**src/core/sram_host_pkg.sv**
```systemverilog
// Purpose: Constants and carrier types for the static RAM host controller.
// Assumes: 40 MHz ref_clk; RAM timing at either 5 V or 3 V grade.
// Notes: All pin-facing timing counts derive from ns figures here; the recovery count derives from ms and MHz.
// How it works
// [RULE1] RAM holds 2048 bytes, 11-bit address, 8-bit two-way data.
// [RULE2] Chip select high puts RAM in standby, data floats, inputs ignored.
// [RULE3] Write strobe stays high through reads; select+drive low gives data.
// [RULE4] During writes output drive may be either level; high keeps bus off.
// [RULE5] Write pulse is select and strobe both low, 75 ns or 190 ns least.
// [RULE6] Data is stored at the first rising of select or strobe.
// [RULE7] Select falling with or after strobe low keeps RAM outputs off.
// [RULE8] Select rising before or with strobe keeps RAM outputs off.
// [RULE9] Read data valid 100 ns or 250 ns after stable address.
// [RULE10] Old data held 5 ns or 15 ns after an address change.
// [RULE11] RAM releases bus within 35 ns or 100 ns of deselect.
// [RULE12] Host deselects before supply drop, waits 2 ms after restore.
// [RULE13] Host frees its data drivers before read, drive high when writing.
package sram_host_pkg;
  localparam int ADDR_W = 11;
  localparam int DATA_W = 8;
  localparam int CLK_PERIOD_NS = 25;
  // Least times round up, in ns
  localparam int WP_5V_NS = 75;
  localparam int WP_3V_NS = 190;
  localparam int ACC_5V_NS = 100;
  localparam int ACC_3V_NS = 250;
  localparam int OD_5V_NS = 35;
  localparam int OD_3V_NS = 100;
  localparam int DS_5V_NS = 40;
  localparam int DS_3V_NS = 100;
  localparam int WR_5V_NS = 10;
  localparam int WR_3V_NS = 25;
  localparam int RECOVERY_MS = 2;
  localparam int CLK_MHZ = 40;
  localparam int CNT_W = 17;
  localparam int WP_5V_CYC = (WP_5V_NS + CLK_PERIOD_NS - 1) / CLK_PERIOD_NS;
  localparam int WP_3V_CYC = (WP_3V_NS + CLK_PERIOD_NS - 1) / CLK_PERIOD_NS;
  localparam int ACC_5V_CYC = (ACC_5V_NS + CLK_PERIOD_NS - 1) / CLK_PERIOD_NS;
  localparam int ACC_3V_CYC = (ACC_3V_NS + CLK_PERIOD_NS - 1) / CLK_PERIOD_NS;
  localparam int OD_5V_CYC = (OD_5V_NS + CLK_PERIOD_NS - 1) / CLK_PERIOD_NS;
  localparam int OD_3V_CYC = (OD_3V_NS + CLK_PERIOD_NS - 1) / CLK_PERIOD_NS;
  localparam int WR_5V_CYC = (WR_5V_NS + CLK_PERIOD_NS - 1) / CLK_PERIOD_NS;
  localparam int WR_3V_CYC = (WR_3V_NS + CLK_PERIOD_NS - 1) / CLK_PERIOD_NS;
  localparam int RECOVERY_CYC = RECOVERY_MS * 1000 * CLK_MHZ;

  typedef struct packed {
    logic we;                 // 1 write, 0 read
    logic [ADDR_W-1:0] addr;
    logic [DATA_W-1:0] wdata;
  } host_req_t;

  typedef struct packed {
    logic cs_n;
    logic oe_n;
    logic we_n;
    logic [ADDR_W-1:0] addr;
  } ram_ctl_t;

  typedef enum logic [5:0] {
    ST_RECOVER = 6'h01,
    ST_IDLE    = 6'h02,
    ST_READ    = 6'h04,
    ST_WRITE   = 6'h08,
    ST_RELEASE = 6'h10,
    ST_HOLD    = 6'h20
  } state_t;
endpackage

```
**src/core/sram_host.sv**
```systemverilog
// Purpose: Host controller driving a 2k x 8 asynchronous static RAM.
// Assumes: ref_clk 40 MHz; pin inputs synchronous; one request at a time.
// Notes: Grade input picks 5 V or 3 V timing; retain_req parks the RAM.
`timescale 1ns/1ps
module sram_host #(
  parameter int RECOVERY_CYCLES = sram_host_pkg::RECOVERY_CYC
) (
  input wire logic ref_clk,                           // 40 MHz clock
  input wire logic rstn,                              // Sync reset, low
  input wire logic low_volt,                          // 1 selects 3 V timing
  input wire logic retain_req,                        // Hold for retention
  input wire logic req_valid,                         // Request strobe
  input wire sram_host_pkg::host_req_t req,           // Request fields
  output logic req_ready,                             // Ready for request
  output logic rd_valid,                              // Read data pulse
  output logic [sram_host_pkg::DATA_W-1:0] rd_data,   // Read data
  output logic retain_ok,                             // Safe to cut supply
  output sram_host_pkg::ram_ctl_t ram_ctl,            // Select, drive, etc.
  input wire logic [sram_host_pkg::DATA_W-1:0] data_lines_i, // Bus in
  output logic [sram_host_pkg::DATA_W-1:0] data_lines_o,     // Bus out
  output logic data_lines_oe                          // Bus drive enable
);
  import sram_host_pkg::*;

  // ------------------------------------------------------------
  // Timing selection
  // ------------------------------------------------------------
  logic [CNT_W-1:0] acc_cyc, wp_cyc, od_cyc, wr_cyc;
  always_comb begin
    acc_cyc = low_volt ? CNT_W'(ACC_3V_CYC) : CNT_W'(ACC_5V_CYC); // [RULE9]
    wp_cyc = low_volt ? CNT_W'(WP_3V_CYC) : CNT_W'(WP_5V_CYC);    // [RULE5]
    od_cyc = low_volt ? CNT_W'(OD_3V_CYC) : CNT_W'(OD_5V_CYC);    // [RULE11]
    wr_cyc = low_volt ? CNT_W'(WR_3V_CYC) : CNT_W'(WR_5V_CYC);
  end

  // ------------------------------------------------------------
  // Sequencer
  // ------------------------------------------------------------
  state_t state_q;
  logic [CNT_W-1:0] cnt_q;
  logic was_read_q;
  wire cnt_done = (cnt_q == '0);

  always_ff @(posedge ref_clk) begin
    if (!rstn) begin
      state_q <= ST_RECOVER;
      cnt_q <= CNT_W'(RECOVERY_CYCLES); // [RULE12]
      was_read_q <= 1'b0;
    end else begin
      if (!cnt_done) cnt_q <= cnt_q - 1'b1;
      case (state_q)
        ST_RECOVER: begin
          // Any access before recovery ends could corrupt the array
          if (retain_req) begin
            cnt_q <= CNT_W'(RECOVERY_CYCLES); // [RULE12]
          end else if (cnt_done) begin
            state_q <= ST_IDLE;
          end
        end
        ST_IDLE: begin
          if (retain_req) begin
            state_q <= ST_RECOVER;
            cnt_q <= CNT_W'(RECOVERY_CYCLES); // [RULE12]
          end else if (req_valid) begin
            state_q <= req.we ? ST_WRITE : ST_READ;
            was_read_q <= !req.we;
            // Read waits full access time; write the pulse width
            cnt_q <= req.we ? wp_cyc - 1'b1 : acc_cyc - 1'b1;
          end
        end
        ST_READ: if (cnt_done) begin // [RULE9]
          state_q <= ST_RELEASE;
          cnt_q <= od_cyc - 1'b1;
        end
        ST_WRITE: if (cnt_done) begin // [RULE5]
          state_q <= ST_HOLD;
          cnt_q <= wr_cyc - 1'b1;
        end
        ST_RELEASE: if (cnt_done) begin // [RULE11]
          state_q <= ST_IDLE;
        end
        ST_HOLD: if (cnt_done) begin
          state_q <= ST_IDLE;
        end
        default: state_q <= ST_RECOVER;
      endcase
    end
  end

  // ------------------------------------------------------------
  // Pin drive
  // ------------------------------------------------------------
  always_ff @(posedge ref_clk) begin
    if (!rstn) begin
      ram_ctl.cs_n <= 1'b1; // [RULE2]
      ram_ctl.oe_n <= 1'b1;
      ram_ctl.we_n <= 1'b1;
      ram_ctl.addr <= '0;
      data_lines_o <= '0;
      data_lines_oe <= 1'b0;
    end else begin
      case (state_q)
        ST_IDLE: begin
          if (req_valid && !retain_req) begin
            ram_ctl.addr <= req.addr; // [RULE1]
            ram_ctl.cs_n <= 1'b0;
            ram_ctl.we_n <= !req.we;  // [RULE3]
            // On a write, select and strobe fall together so RAM stays off bus
            ram_ctl.oe_n <= req.we;   // [RULE4] [RULE7] [RULE13]
            data_lines_o <= req.wdata;
            data_lines_oe <= req.we;  // [RULE13]
          end
        end
        ST_WRITE: begin
          if (cnt_done) begin
            // Strobe rises first; data and address held past it
            ram_ctl.we_n <= 1'b1; // [RULE6] [RULE8]
          end
        end
        ST_HOLD: begin
          if (cnt_done) begin
            ram_ctl.cs_n <= 1'b1;
            data_lines_oe <= 1'b0;
          end
        end
        ST_READ: begin
          if (cnt_done) begin
            ram_ctl.oe_n <= 1'b1;
            ram_ctl.cs_n <= 1'b1; // [RULE2]
          end
        end
        default: begin
          ram_ctl.cs_n <= 1'b1; // [RULE12]
          ram_ctl.oe_n <= 1'b1;
          ram_ctl.we_n <= 1'b1;
          data_lines_oe <= 1'b0;
        end
      endcase
    end
  end

  // ------------------------------------------------------------
  // User side
  // ------------------------------------------------------------
  always_ff @(posedge ref_clk) begin
    if (!rstn) begin
      rd_valid <= 1'b0;
      rd_data <= '0;
    end else begin
      rd_valid <= 1'b0;
      if (state_q == ST_READ && cnt_done) begin
        rd_data <= data_lines_i; // [RULE9] [RULE10]
        rd_valid <= 1'b1;
      end
    end
  end

  always_ff @(posedge ref_clk) begin
    if (!rstn) begin
      req_ready <= 1'b0;
      retain_ok <= 1'b0;
    end else begin
      req_ready <= (state_q == ST_IDLE) && !req_valid && !retain_req;
      retain_ok <= (state_q == ST_RECOVER) && retain_req; // [RULE12]
    end
  end
  // req_ready is a hint; req_valid is taken in idle regardless
  wire unused_ok = was_read_q;
endmodule

```
**config.mk**
```make
export PLATFORM = sky130hd
export DESIGN_NAME = sram_host
export DESIGN_NICKNAME = d
export VERILOG_FILES = /design/src/core/sram_host_pkg.sv /design/src/core/sram_host.sv
export SDC_FILE = /design/constraint.sdc
export NUM_CORES = 1
export LEC_CHECK = 0
export ABC_AREA = 1
export CAP_MARGIN = 30
export CELL_PAD_IN_SITES_DETAIL_PLACEMENT = 1
export CELL_PAD_IN_SITES_GLOBAL_PLACEMENT = 1
export CORE_MARGIN = 1
export CORE_UTILIZATION = 44
export DETAILED_ROUTE_END_ITERATION = 16
export DONT_BUFFER_PORTS = 1
export PLACE_DENSITY_LB_ADDON = 0.1
export SYNTH_ARGS = -nofsm -noshare
export SYNTH_HDL_FRONTEND = slang
export SYNTH_SLANG_ARGS = --single-unit
```
**constraint.sdc**
```tcl
create_clock -name ref_clk -period 2.46 [get_ports ref_clk]
set_input_delay 0.369 -clock ref_clk [delete_from_list [all_inputs] [get_ports ref_clk]]
set_output_delay 0.369 -clock ref_clk [all_outputs]
set_load 0.02 [all_outputs]
```
==> impl_metrics.ini, run 1 <==
[status]
run_status = completed

[floorplanning]
coreArea_sq_mm = 0.00592
start_util = 0.455
die_w_um = 80.3
dieHeight_um = 80.3
io_pins = 67
die_area_sq_mm = 0.00644
num_rows = 28

[timing]
relSlewSlack = 0.602
fin_crit_ns = 2.21
setup_ws_ns = 0.249
setup_tns_ns = 0
post-route-period-util = 0.899
max_freq_ghz = 0.452
worst_pin_slew_ns = 0.596
rsz0062_at_grt = no
hold_viol_final = 0
finClkSkew_ns = 0.00530
setup_violations = 0
timing.final.max_slew_violations = 0

[clocking]
cts_buffer_depth = 2
cts_root_buffer = clkbuf_8
clock_latency_ns = 0.33
clk_pin_slew_worst_paths_ns = 0.06
cts_buffers = 9
clock_sinks = 57
cts_tree = yes
cts.repair.resized = 0
h-tree-depth = 3
holdBufCountCts = 0
post_cts_buffers = 0

[worst_setup_path]
crit_path_cell_trace = inv_1 -> ha_1 -> nand2_2 -> nor2_4 -> nand3_4 -> ha_1 -> inv_1 -> o21ai_0 -> nor3_1 -> nor3_1 -> a21oi_1
critPathKind = register to register
crit_slowest_cell = ha_1
worst_path_largest_cell_delay_ns = 0.35
critical_path_required_ns = 2.68
path_max_fanout = 10
cp_top_family = simple AND/OR/NAND/NOR gates
start_kind = register
path_buf_inv = 2
cp-end-kind = register
arrival_ns = 2.43

[synth]
synthAdderAreaFrac = 0.0139
yosysSeqAreaShare = 0.423
synth-edff-count = 0
synthMuxAreaShare = 0
synthSimpleGateAreaFrac = 0.350
syn_area_per_cell_sq_um = 7.02
syn_inst = 384
synth_xor_area_frac = 0.0357
yosysTopAreaCellShare = 0.423
async_reset_ff_frac = 0
synthDistinctLibCells = 29
synth_top_family_by_area = simple AND/OR/NAND/NOR gates
synth_compound_area_frac = 0.116
synth_ff_type = dfxtp_1
synth_area_sq_mm = 0.00270
synth_fp_nets = 420
yosysMostFrequentCell = nor2_1
synth_area_leaders = dfxtp_1 42%, nor2_1 15%, nand2_1 7.1%
ys.warnings.count = 0
synthTopCellsByCount = 109 x nor2_1, 57 x dfxtp_1, 51 x nand2_1
synth_top_area_cell = dfxtp_1
ys_ff_latch = 57

[power_and_ir_drop]
powerDensity_mw_per_mm2 = 671
ir_drop_v = 0.000336
p_total_mw = 1.98
leakage_nw = 1.36

[placed_design]
dpl.hpwl_um = 5320
io_buffers = 0
numPlacedInstances = 451
gp_congestion = 0.886
preCtsSetupSlack_ns = 0.267

[layout]
diodes = 0
final_cells = 467
drive_gt1_frac = 0.0918
synthToLayoutAreaGrowth_pct = 9.28
final_nets = 423

[detailed_routing]
drt-initial-drc-count = 89
ant_nets = 0
wirelength_um = 7080
routed_via_density = 5.37
via_count = 2506
avgRoutedWirePerCell_um = 15.2
route.detailed.drc = 0
dr.pass1.iters = 4

[run]
drv_cap = 0

[grt]
grt_use_total = 0.239
gr-total-overflow = 0
grt_pass1_wl_um = 11700
antenna_found_initial = 0
grt_max_degree = 35
first_global_vias = 2546

[min_path]
hold_path.class = input port to register
registers in the layout, indices dropped and copies added, names as in the netlist:
| name | count |
|---|---|
| state_q | 6 |
| cnt_q | 17 |
| retain_ok | 1 |
| req_ready | 1 |
| ram_ctl | 14 |
| rd_valid | 1 |
| data_lines_oe | 1 |
| data_lines_o | 8 |
| rd_data | 8 |
report_power, final:
group	total [mW]	internal [mW]	switching, mW
clock	0.862	0.487	0.374
combinational	0.162	0.0561	0.106
sequential	0.955	0.938	0.0164
total	1.98	1.48	0.497
worst paths after layout:
kind | from | slack (ns) | cells after the start | to
hold reg to reg | data_lines_oe | 0.56 | 2 | data_lines_oe
setup reg to reg | cnt_q[0] | 0.25 | 11 | cnt_q[0]
setup / recovery | cnt_q[0] | 0.25 | 11 | cnt_q[0]
hold / removal | rstn | 0.12 | 1 | cnt_q[16]
metrics by stage:
step                      hold slack [ns]   util  cell area, sq um
after detailed placement            0.450  0.465              2750
after floorplan                     0.476      -              2700
after CTS                          0.0988  0.498              2950
after global routing                0.104  0.498              2950
after global placement              0.445  0.465              2750
final                               0.117  0.498              2950
layout make-up:
cell class | count | area [sq um]
Fill cell | 798 | 2970
Sequential cell | 57 | 1140
Multi-Input combinational cell | 287 | 1390
Clock inverter | 6 | 57.6
Tap cell | 75 | 93.8
Clock buffer | 10 | 138
Timing Repair Buffer | 2 | 15.0
Inverter | 30 | 113
per-layer routing:
metal,vias up,share of wire,GRT usage
met1,1194,0.45,0.286
met4,0,0.013,0.0839
met5,-,0,0
li1,1248,-,-
met2,54,0.49,0.406
met3,10,0.043,0.0716
kinds of logic after synthesis:
| kind of cell | after synthesis |
|---|---|
| and+or+nand+nor | 214 |
| AOI/OAI and AO/OA | 59 |
| DFF | 57 |
| buffers and inverters | 40 |
| xor gates and xnor gates | 11 |
| adders and majority gates | 3 |
layout by cell type (no fill, tap or decap), types with 3 or more instances in the layout:
cell      count
a21oi_1      18
clkbuf_8     10
clkinv_2      4
dfxtp_1      57
ha_1          3
inv_1        29
nand2_1      51
nand2_2       5
nand3_1      21
nand3b_1      3
nand4_1       6
nor2_1      109
nor2_2        5
nor3_1        6
o21ai_0      35
o21ai_1       3
xor2_1        9
worst register-to-register path: stages, from the launching register on:
cell	delay (ns)
dfxtp_1	0.32
inv_1	0.12
ha_1	0.28
nand2_2	0.12
nor2_4	0.20
nand3_4	0.17
ha_1	0.35
inv_1	0.06
o21ai_0	0.14
nor3_1	0.08
nor3_1	0.19
a21oi_1	0.08
Power figures use the tool's default switching activity.
==> run 2, diff against run 1 <==
--- a/config.mk
+++ b/config.mk
@@ -10,10 +10,11 @@
 export CELL_PAD_IN_SITES_DETAIL_PLACEMENT = 1
 export CELL_PAD_IN_SITES_GLOBAL_PLACEMENT = 1
 export CORE_MARGIN = 1
-export CORE_UTILIZATION = 44
+export CORE_UTILIZATION = 47
 export DETAILED_ROUTE_END_ITERATION = 16
 export DONT_BUFFER_PORTS = 1
 export PLACE_DENSITY_LB_ADDON = 0.1
+export SLEW_MARGIN = 20
 export SYNTH_ARGS = -nofsm -noshare
 export SYNTH_HDL_FRONTEND = slang
 export SYNTH_SLANG_ARGS = --single-unit
==> constraint.sdc (replaced) <==
create_clock -name ref_clk -period 2.62 [get_ports ref_clk]
set_input_delay 0.393 -clock ref_clk [delete_from_list [all_inputs] [get_ports ref_clk]]
set_output_delay 0.393 -clock ref_clk [all_outputs]
set_load 0.02 [all_outputs]
==> impl_metrics.ini, run 2 (synthesis results as in run 1) <==
[status]
run_status = completed

[floorplanning]
die_w_um = 77.7
dieHeight_um = 77.7
start_util = 0.490
num_rows = 27
io_pins = 67
die_area_sq_mm = 0.00604
coreArea_sq_mm = 0.00551

[timing]
finClkSkew_ns = 0.00978
max_freq_ghz = 0.461
rsz0062_at_grt = no
fin_crit_ns = 2.17
hold_viol_final = 0
timing.final.max_slew_violations = 0
post-route-period-util = 0.828
relSlewSlack = 0.598
setup_violations = 0
worst_pin_slew_ns = 0.602
setup_tns_ns = 0

[clocking]
holdBufCountCts = 0
clock_latency_ns = 0.33
cts_tree = yes
post_cts_buffers = 0
h-tree-depth = 3
cts_root_buffer = clkbuf_8
clk_pin_slew_worst_paths_ns = 0.07
cts.repair.resized = 0
cts_buffer_depth = 2
clock_sinks = 57
cts_buffers = 9

[layout]
multi_input_area_sq_mm = 0.00139
reg_top3 = cnt_q: 17 flops, ram_ctl: 14 flops
mostFrequentLayoutCell = nor2_1
final_cells = 464
regArea_sq_mm = 0.00114
regMostFlops = cnt_q
final_nets = 423
largest_register_ffs = 17
nFillCells = 760
diodes = 0
drive_gt1_frac = 0.0842
synthToLayoutAreaGrowth_pct = 8.91
layout_common_cells = 109 x nor2_1, 57 x dfxtp_1, 51 x nand2_1, 35 x o21ai_0, 29 x inv_1

[detailed_routing]
drt-initial-drc-count = 102
ant_nets = 0
wirelength_um = 7110
dr.pass1.iters = 4
route.detailed.drc = 0
routed_via_density = 5.34
avgRoutedWirePerCell_um = 15.3
via_count = 2479

[min_path]
hold_path.class = input port to register

[run]
drv_cap = 0

[placed_design]
gp_congestion = 0.844
dpl.hpwl_um = 5240
numPlacedInstances = 448
io_buffers = 0

[worst_setup_path]
start_kind = register
cp-end-kind = register
arrival_ns = 2.38
critical_path_required_ns = 2.83
path_max_fanout = 5
critPathKind = register to register

[grt]
grt_use_total = 0.257
antenna_found_initial = 0
gr-total-overflow = 0
grt_pass1_wl_um = 12000
first_global_vias = 2620
grt_max_degree = 35

[power_and_ir_drop]
powerDensity_mw_per_mm2 = 631
ir_drop_v = 0.000410
leakage_nw = 1.36
==> run 2: cell types whose count changed in the layout (fill, tap and decap cells not counted) <==
cell / delta
clkinvlp_4: -1
clkinv_2: -2
clkbuf_1: +3
==> run 2: worst paths after layout <==
| kind | startpoint | to | slack (ns) | cells past startpoint |
|---|---|---|---|---|
| worst min register to register | state_q[4] | state_q[4] | 0.54 | 2 |
| worst max register to register | cnt_q[0] | cnt_q[0] | 0.45 | 11 |
| worst max-delay path | cnt_q[0] | cnt_q[0] | 0.45 | 11 |
| worst min-delay path | rstn | cnt_q[16] | 0.14 | 1 |
==> run 2: layout make-up <==
type / count / share of cell area
flip-flops and latches: 57 / 0.389
clock inverters: 3 / 0.0136
inverters: 30 / 0.0383
multi-input cells: 287 / 0.473
clock buffers: 13 / 0.0507
repair buffers: 2 / 0.00511
well taps: 72 / 0.0307
==> run 2: report_power, final <==
group / switching (mW) / leakage [nW] / total [mW] / internal, mW
logic: 0.0991 / 0.798 / 0.152 / 0.0527
registers: 0.0163 / 0.461 / 0.897 / 0.881
clock network: 0.340 / 0.0974 / 0.803 / 0.463
==> run 2: critical path, cell delays in order, from the launching register on <==
cell and delay, ns:
dfxtp_1 0.32, inv_1 0.12, ha_1 0.30, nand2_2 0.12, nor2_4 0.21, nand3_4 0.09
ha_1 0.31, inv_1 0.05, o21ai_0 0.14, nor3_1 0.08, nor3_1 0.23, a21oi_1 0.09
==> run 2: metal layers <==
layer  share of wire  routed length [um]  vias up  track usage
li1                -                   -     1246            -
met1            0.46                3270     1155        0.305
met2            0.46                3300       59        0.427
met3           0.048                 344       19       0.0612
met4           0.029                 203        0        0.142
met5               0                   0        -            0
==> run 2: metrics by stage <==
stage / hold slack [ns] / worst slack (ns) / area [sq um] / total power [mW] / util
after detailed placement: 0.478 / 0.510 / 2750 / 1.07 / 0.499
after global placement: 0.475 / 0.633 / 2750 / 1.06 / 0.499
after CTS: 0.131 / 0.467 / 2940 / 1.87 / 0.533
after floorplan: 0.476 / 0.508 / 2700 / 1.04 / -
final: 0.145 / 0.451 / 2940 / 1.85 / 0.533
after global routing: 0.139 / 0.240 / 2940 / 1.93 / 0.533
==> run 3, diff against run 2 <==
--- a/config.mk
+++ b/config.mk
@@ -10,7 +10,7 @@
 export CELL_PAD_IN_SITES_DETAIL_PLACEMENT = 1
 export CELL_PAD_IN_SITES_GLOBAL_PLACEMENT = 1
 export CORE_MARGIN = 1
-export CORE_UTILIZATION = 47
+export CORE_UTILIZATION = 40
 export DETAILED_ROUTE_END_ITERATION = 16
 export DONT_BUFFER_PORTS = 1
 export PLACE_DENSITY_LB_ADDON = 0.1
==> constraint.sdc (replaced) <==
create_clock -name ref_clk -period 1.8 [get_ports ref_clk]
set_input_delay 0.27 -clock ref_clk [delete_from_list [all_inputs] [get_ports ref_clk]]
set_output_delay 0.27 -clock ref_clk [all_outputs]
set_load 0.02 [all_outputs]
==> impl_metrics.ini, run 3 (synthesis results as in run 1) <==
[status]
run_status = finished, violations left
violations = design-rule violations

[power_and_ir_drop]
p_comb_frac = 0.096
intPower_mw = 2.32
seqPwrFrac = 0.426
switchingPower_uw = 749
swShare = 0.244
leakage_nw = 1.51
ir_drop_v = 0.000628
p_total_mw = 3.07
powerDensity_mw_per_mm2 = 914
power.share.clock = 0.478

[grt]
grt_use_total = 0.247
gr-total-overflow = 0
grt_pass1_wl_um = 13600
antenna_found_initial = 0
first_global_vias = 2777
grt_max_degree = 35

[floorplanning]
io_pins = 67
dieHeight_um = 84.1
start_util = 0.420
die_w_um = 84.1
num_rows = 29
die_area_sq_mm = 0.00707
coreArea_sq_mm = 0.00642

[worst_setup_path]
critPathKind = register to register
regToRegSetupSlack_ns = 0.05
rr_startpoint = cnt_q[0]
arrival_ns = 1.97
critical_path_required_ns = 2.02
worstReg2RegEnd = cnt_q[0]
cp-end-kind = register
rr_worst_depth = 11
path_max_fanout = 4
start_kind = register

[layout]
regMostFlops = cnt_q
mostFrequentLayoutCell = nor2_1
stdcell_area_sq_mm = 0.00336
synthToLayoutAreaGrowth_pct = 24.5
final_nets = 453
drive_gt1_frac = 0.216
reg_top3 = cnt_q: 17 flops, ram_ctl: 14 flops
layout_common_cells = 100 x nor2_1, 54 x dfxtp_1, 48 x nand2_1, 34 x o21ai_0, 29 x buf_4
final_cells = 499
diodes = 0
nFillCells = 831
largest_register_ffs = 17

[timing]
setup_tns_ns = 0
worst_pin_slew_ns = 0.500
fin_crit_ns = 1.75
hold_viol_final = 0
rsz0062_at_grt = yes
finClkSkew_ns = 0.00757
setup_violations = 0
max_freq_ghz = 0.572
relSlewSlack = 0.664
post-route-period-util = 0.971
timing.final.max_slew_violations = 0
holdWs_ns = 0.0306

[clocking]
cts_buffers = 9
cts_root_buffer = clkbuf_8
cts_tree = yes
cts_buffer_depth = 2
clk_pin_slew_worst_paths_ns = 0.07
clock_sinks = 57
h-tree-depth = 3
clock_latency_ns = 0.34

[min_path]
hold_path.startpoint = rstn
whs_path_depth = 1
min_to = state_q[0]
hold_path.class = input port to register

[detailed_routing]
via_count = 2635
routed_via_density = 5.28
avgRoutedWirePerCell_um = 17.0
drt-initial-drc-count = 128
ant_nets = 0
dr.pass1.iters = 10
route.detailed.drc = 4
wirelength_um = 8480

[placed_design]
gp_congestion = 0.810
dpl.hpwl_um = 5890
place_area_sq_mm = 0.00292
numPlacedInstances = 471
io_buffers = 0

[run]
drv_cap = 0
-- run 3: cell types whose count changed in the layout (fill, tap and decap cells not counted), moves of 3 or more --
cell,change
nor2_2,+4
nor2_1,-9
dfxtp_1,-3
clkbuf_1,-3
dfxtp_2,+3
inv_1,-4
nand2_1,-3
nor2_4,+5
buf_4,+27
-- run 3: worst max path at each step --
stage / slack [ns] / endpoint / from / cells after the start
floorplan: -0.05 / cnt_q[0] / cnt_q[0] / 12
finish: 0.05 / cnt_q[0] / cnt_q[0] / 11
CTS: 0.007 / ram_ctl[1] / state_q[5] / 6
global placement: 0.008 / cnt_q[0] / cnt_q[7] / 10
global route: -0.08 / cnt_q[0] / cnt_q[12] / 10
detailed placement: -0.04 / cnt_q[0] / cnt_q[7] / 10
-- run 3: critical path, stage by stage, from the launching register on --
cell	delay, ns
dfxtp_2	0.34
inv_4	0.08
ha_4	0.15
nand2_4	0.06
nor2_4	0.14
nand3_4	0.10
ha_4	0.29
inv_2	0.03
o21ai_2	0.11
nor3_2	0.06
nor3_2	0.18
a21oi_1	0.09
-- run 3: timing repair --
action,in CTS,in global routing
hold buffers,1,0
setup endpoints to repair,2,40
setup buffers,1,9
pin swaps,1,12
endpoints found under the hold margin,1,0
resized for setup,2,27
gates cloned,0,1
-- run 3: cell type report --
class,count,area [sq um],area share
Tap cell,77,96.3,0.0287
Clock buffer,9,124,0.0369
Clock inverter,7,118,0.0350
Timing Repair inverter,1,7.51,0.00224
Inverter,30,119,0.0354
Sequential cell,57,1140,0.341
Timing Repair Buffer,31,243,0.0723
Multi-Input combinational cell,287,1510,0.449
-- run 3: stage by stage --
| stage | setup slack [ns] | utilization |
|---|---|---|
| after detailed placement | -0.0441 | 0.455 |
| after floorplan | -0.0486 | - |
| final | 0.0529 | 0.523 |
| after CTS | 0.00652 | 0.497 |
| after global placement | 0.00768 | 0.455 |
| after global routing | -0.0793 | 0.523 |
-- run 3: power by group through the flow --
stage	sequential [mW]	combinational, mW	clock [mW]
floorplan	1.33	0.195	0
global placement	1.33	0.259	0
detailed placement	1.33	0.262	0
CTS	1.30	0.273	1.50
global route	1.31	0.327	1.55
finish	1.31	0.295	1.47
-- run 3: per-layer routing --
layer | global-route usage | vias up | wire length [um]
met5 | 0 | - | 0
met4 | 0.0878 | 0 | 106
met3 | 0.0673 | 14 | 508
met2 | 0.394 | 70 | 3930
met1 | 0.322 | 1243 | 3940
li1 | - | 1308 | -
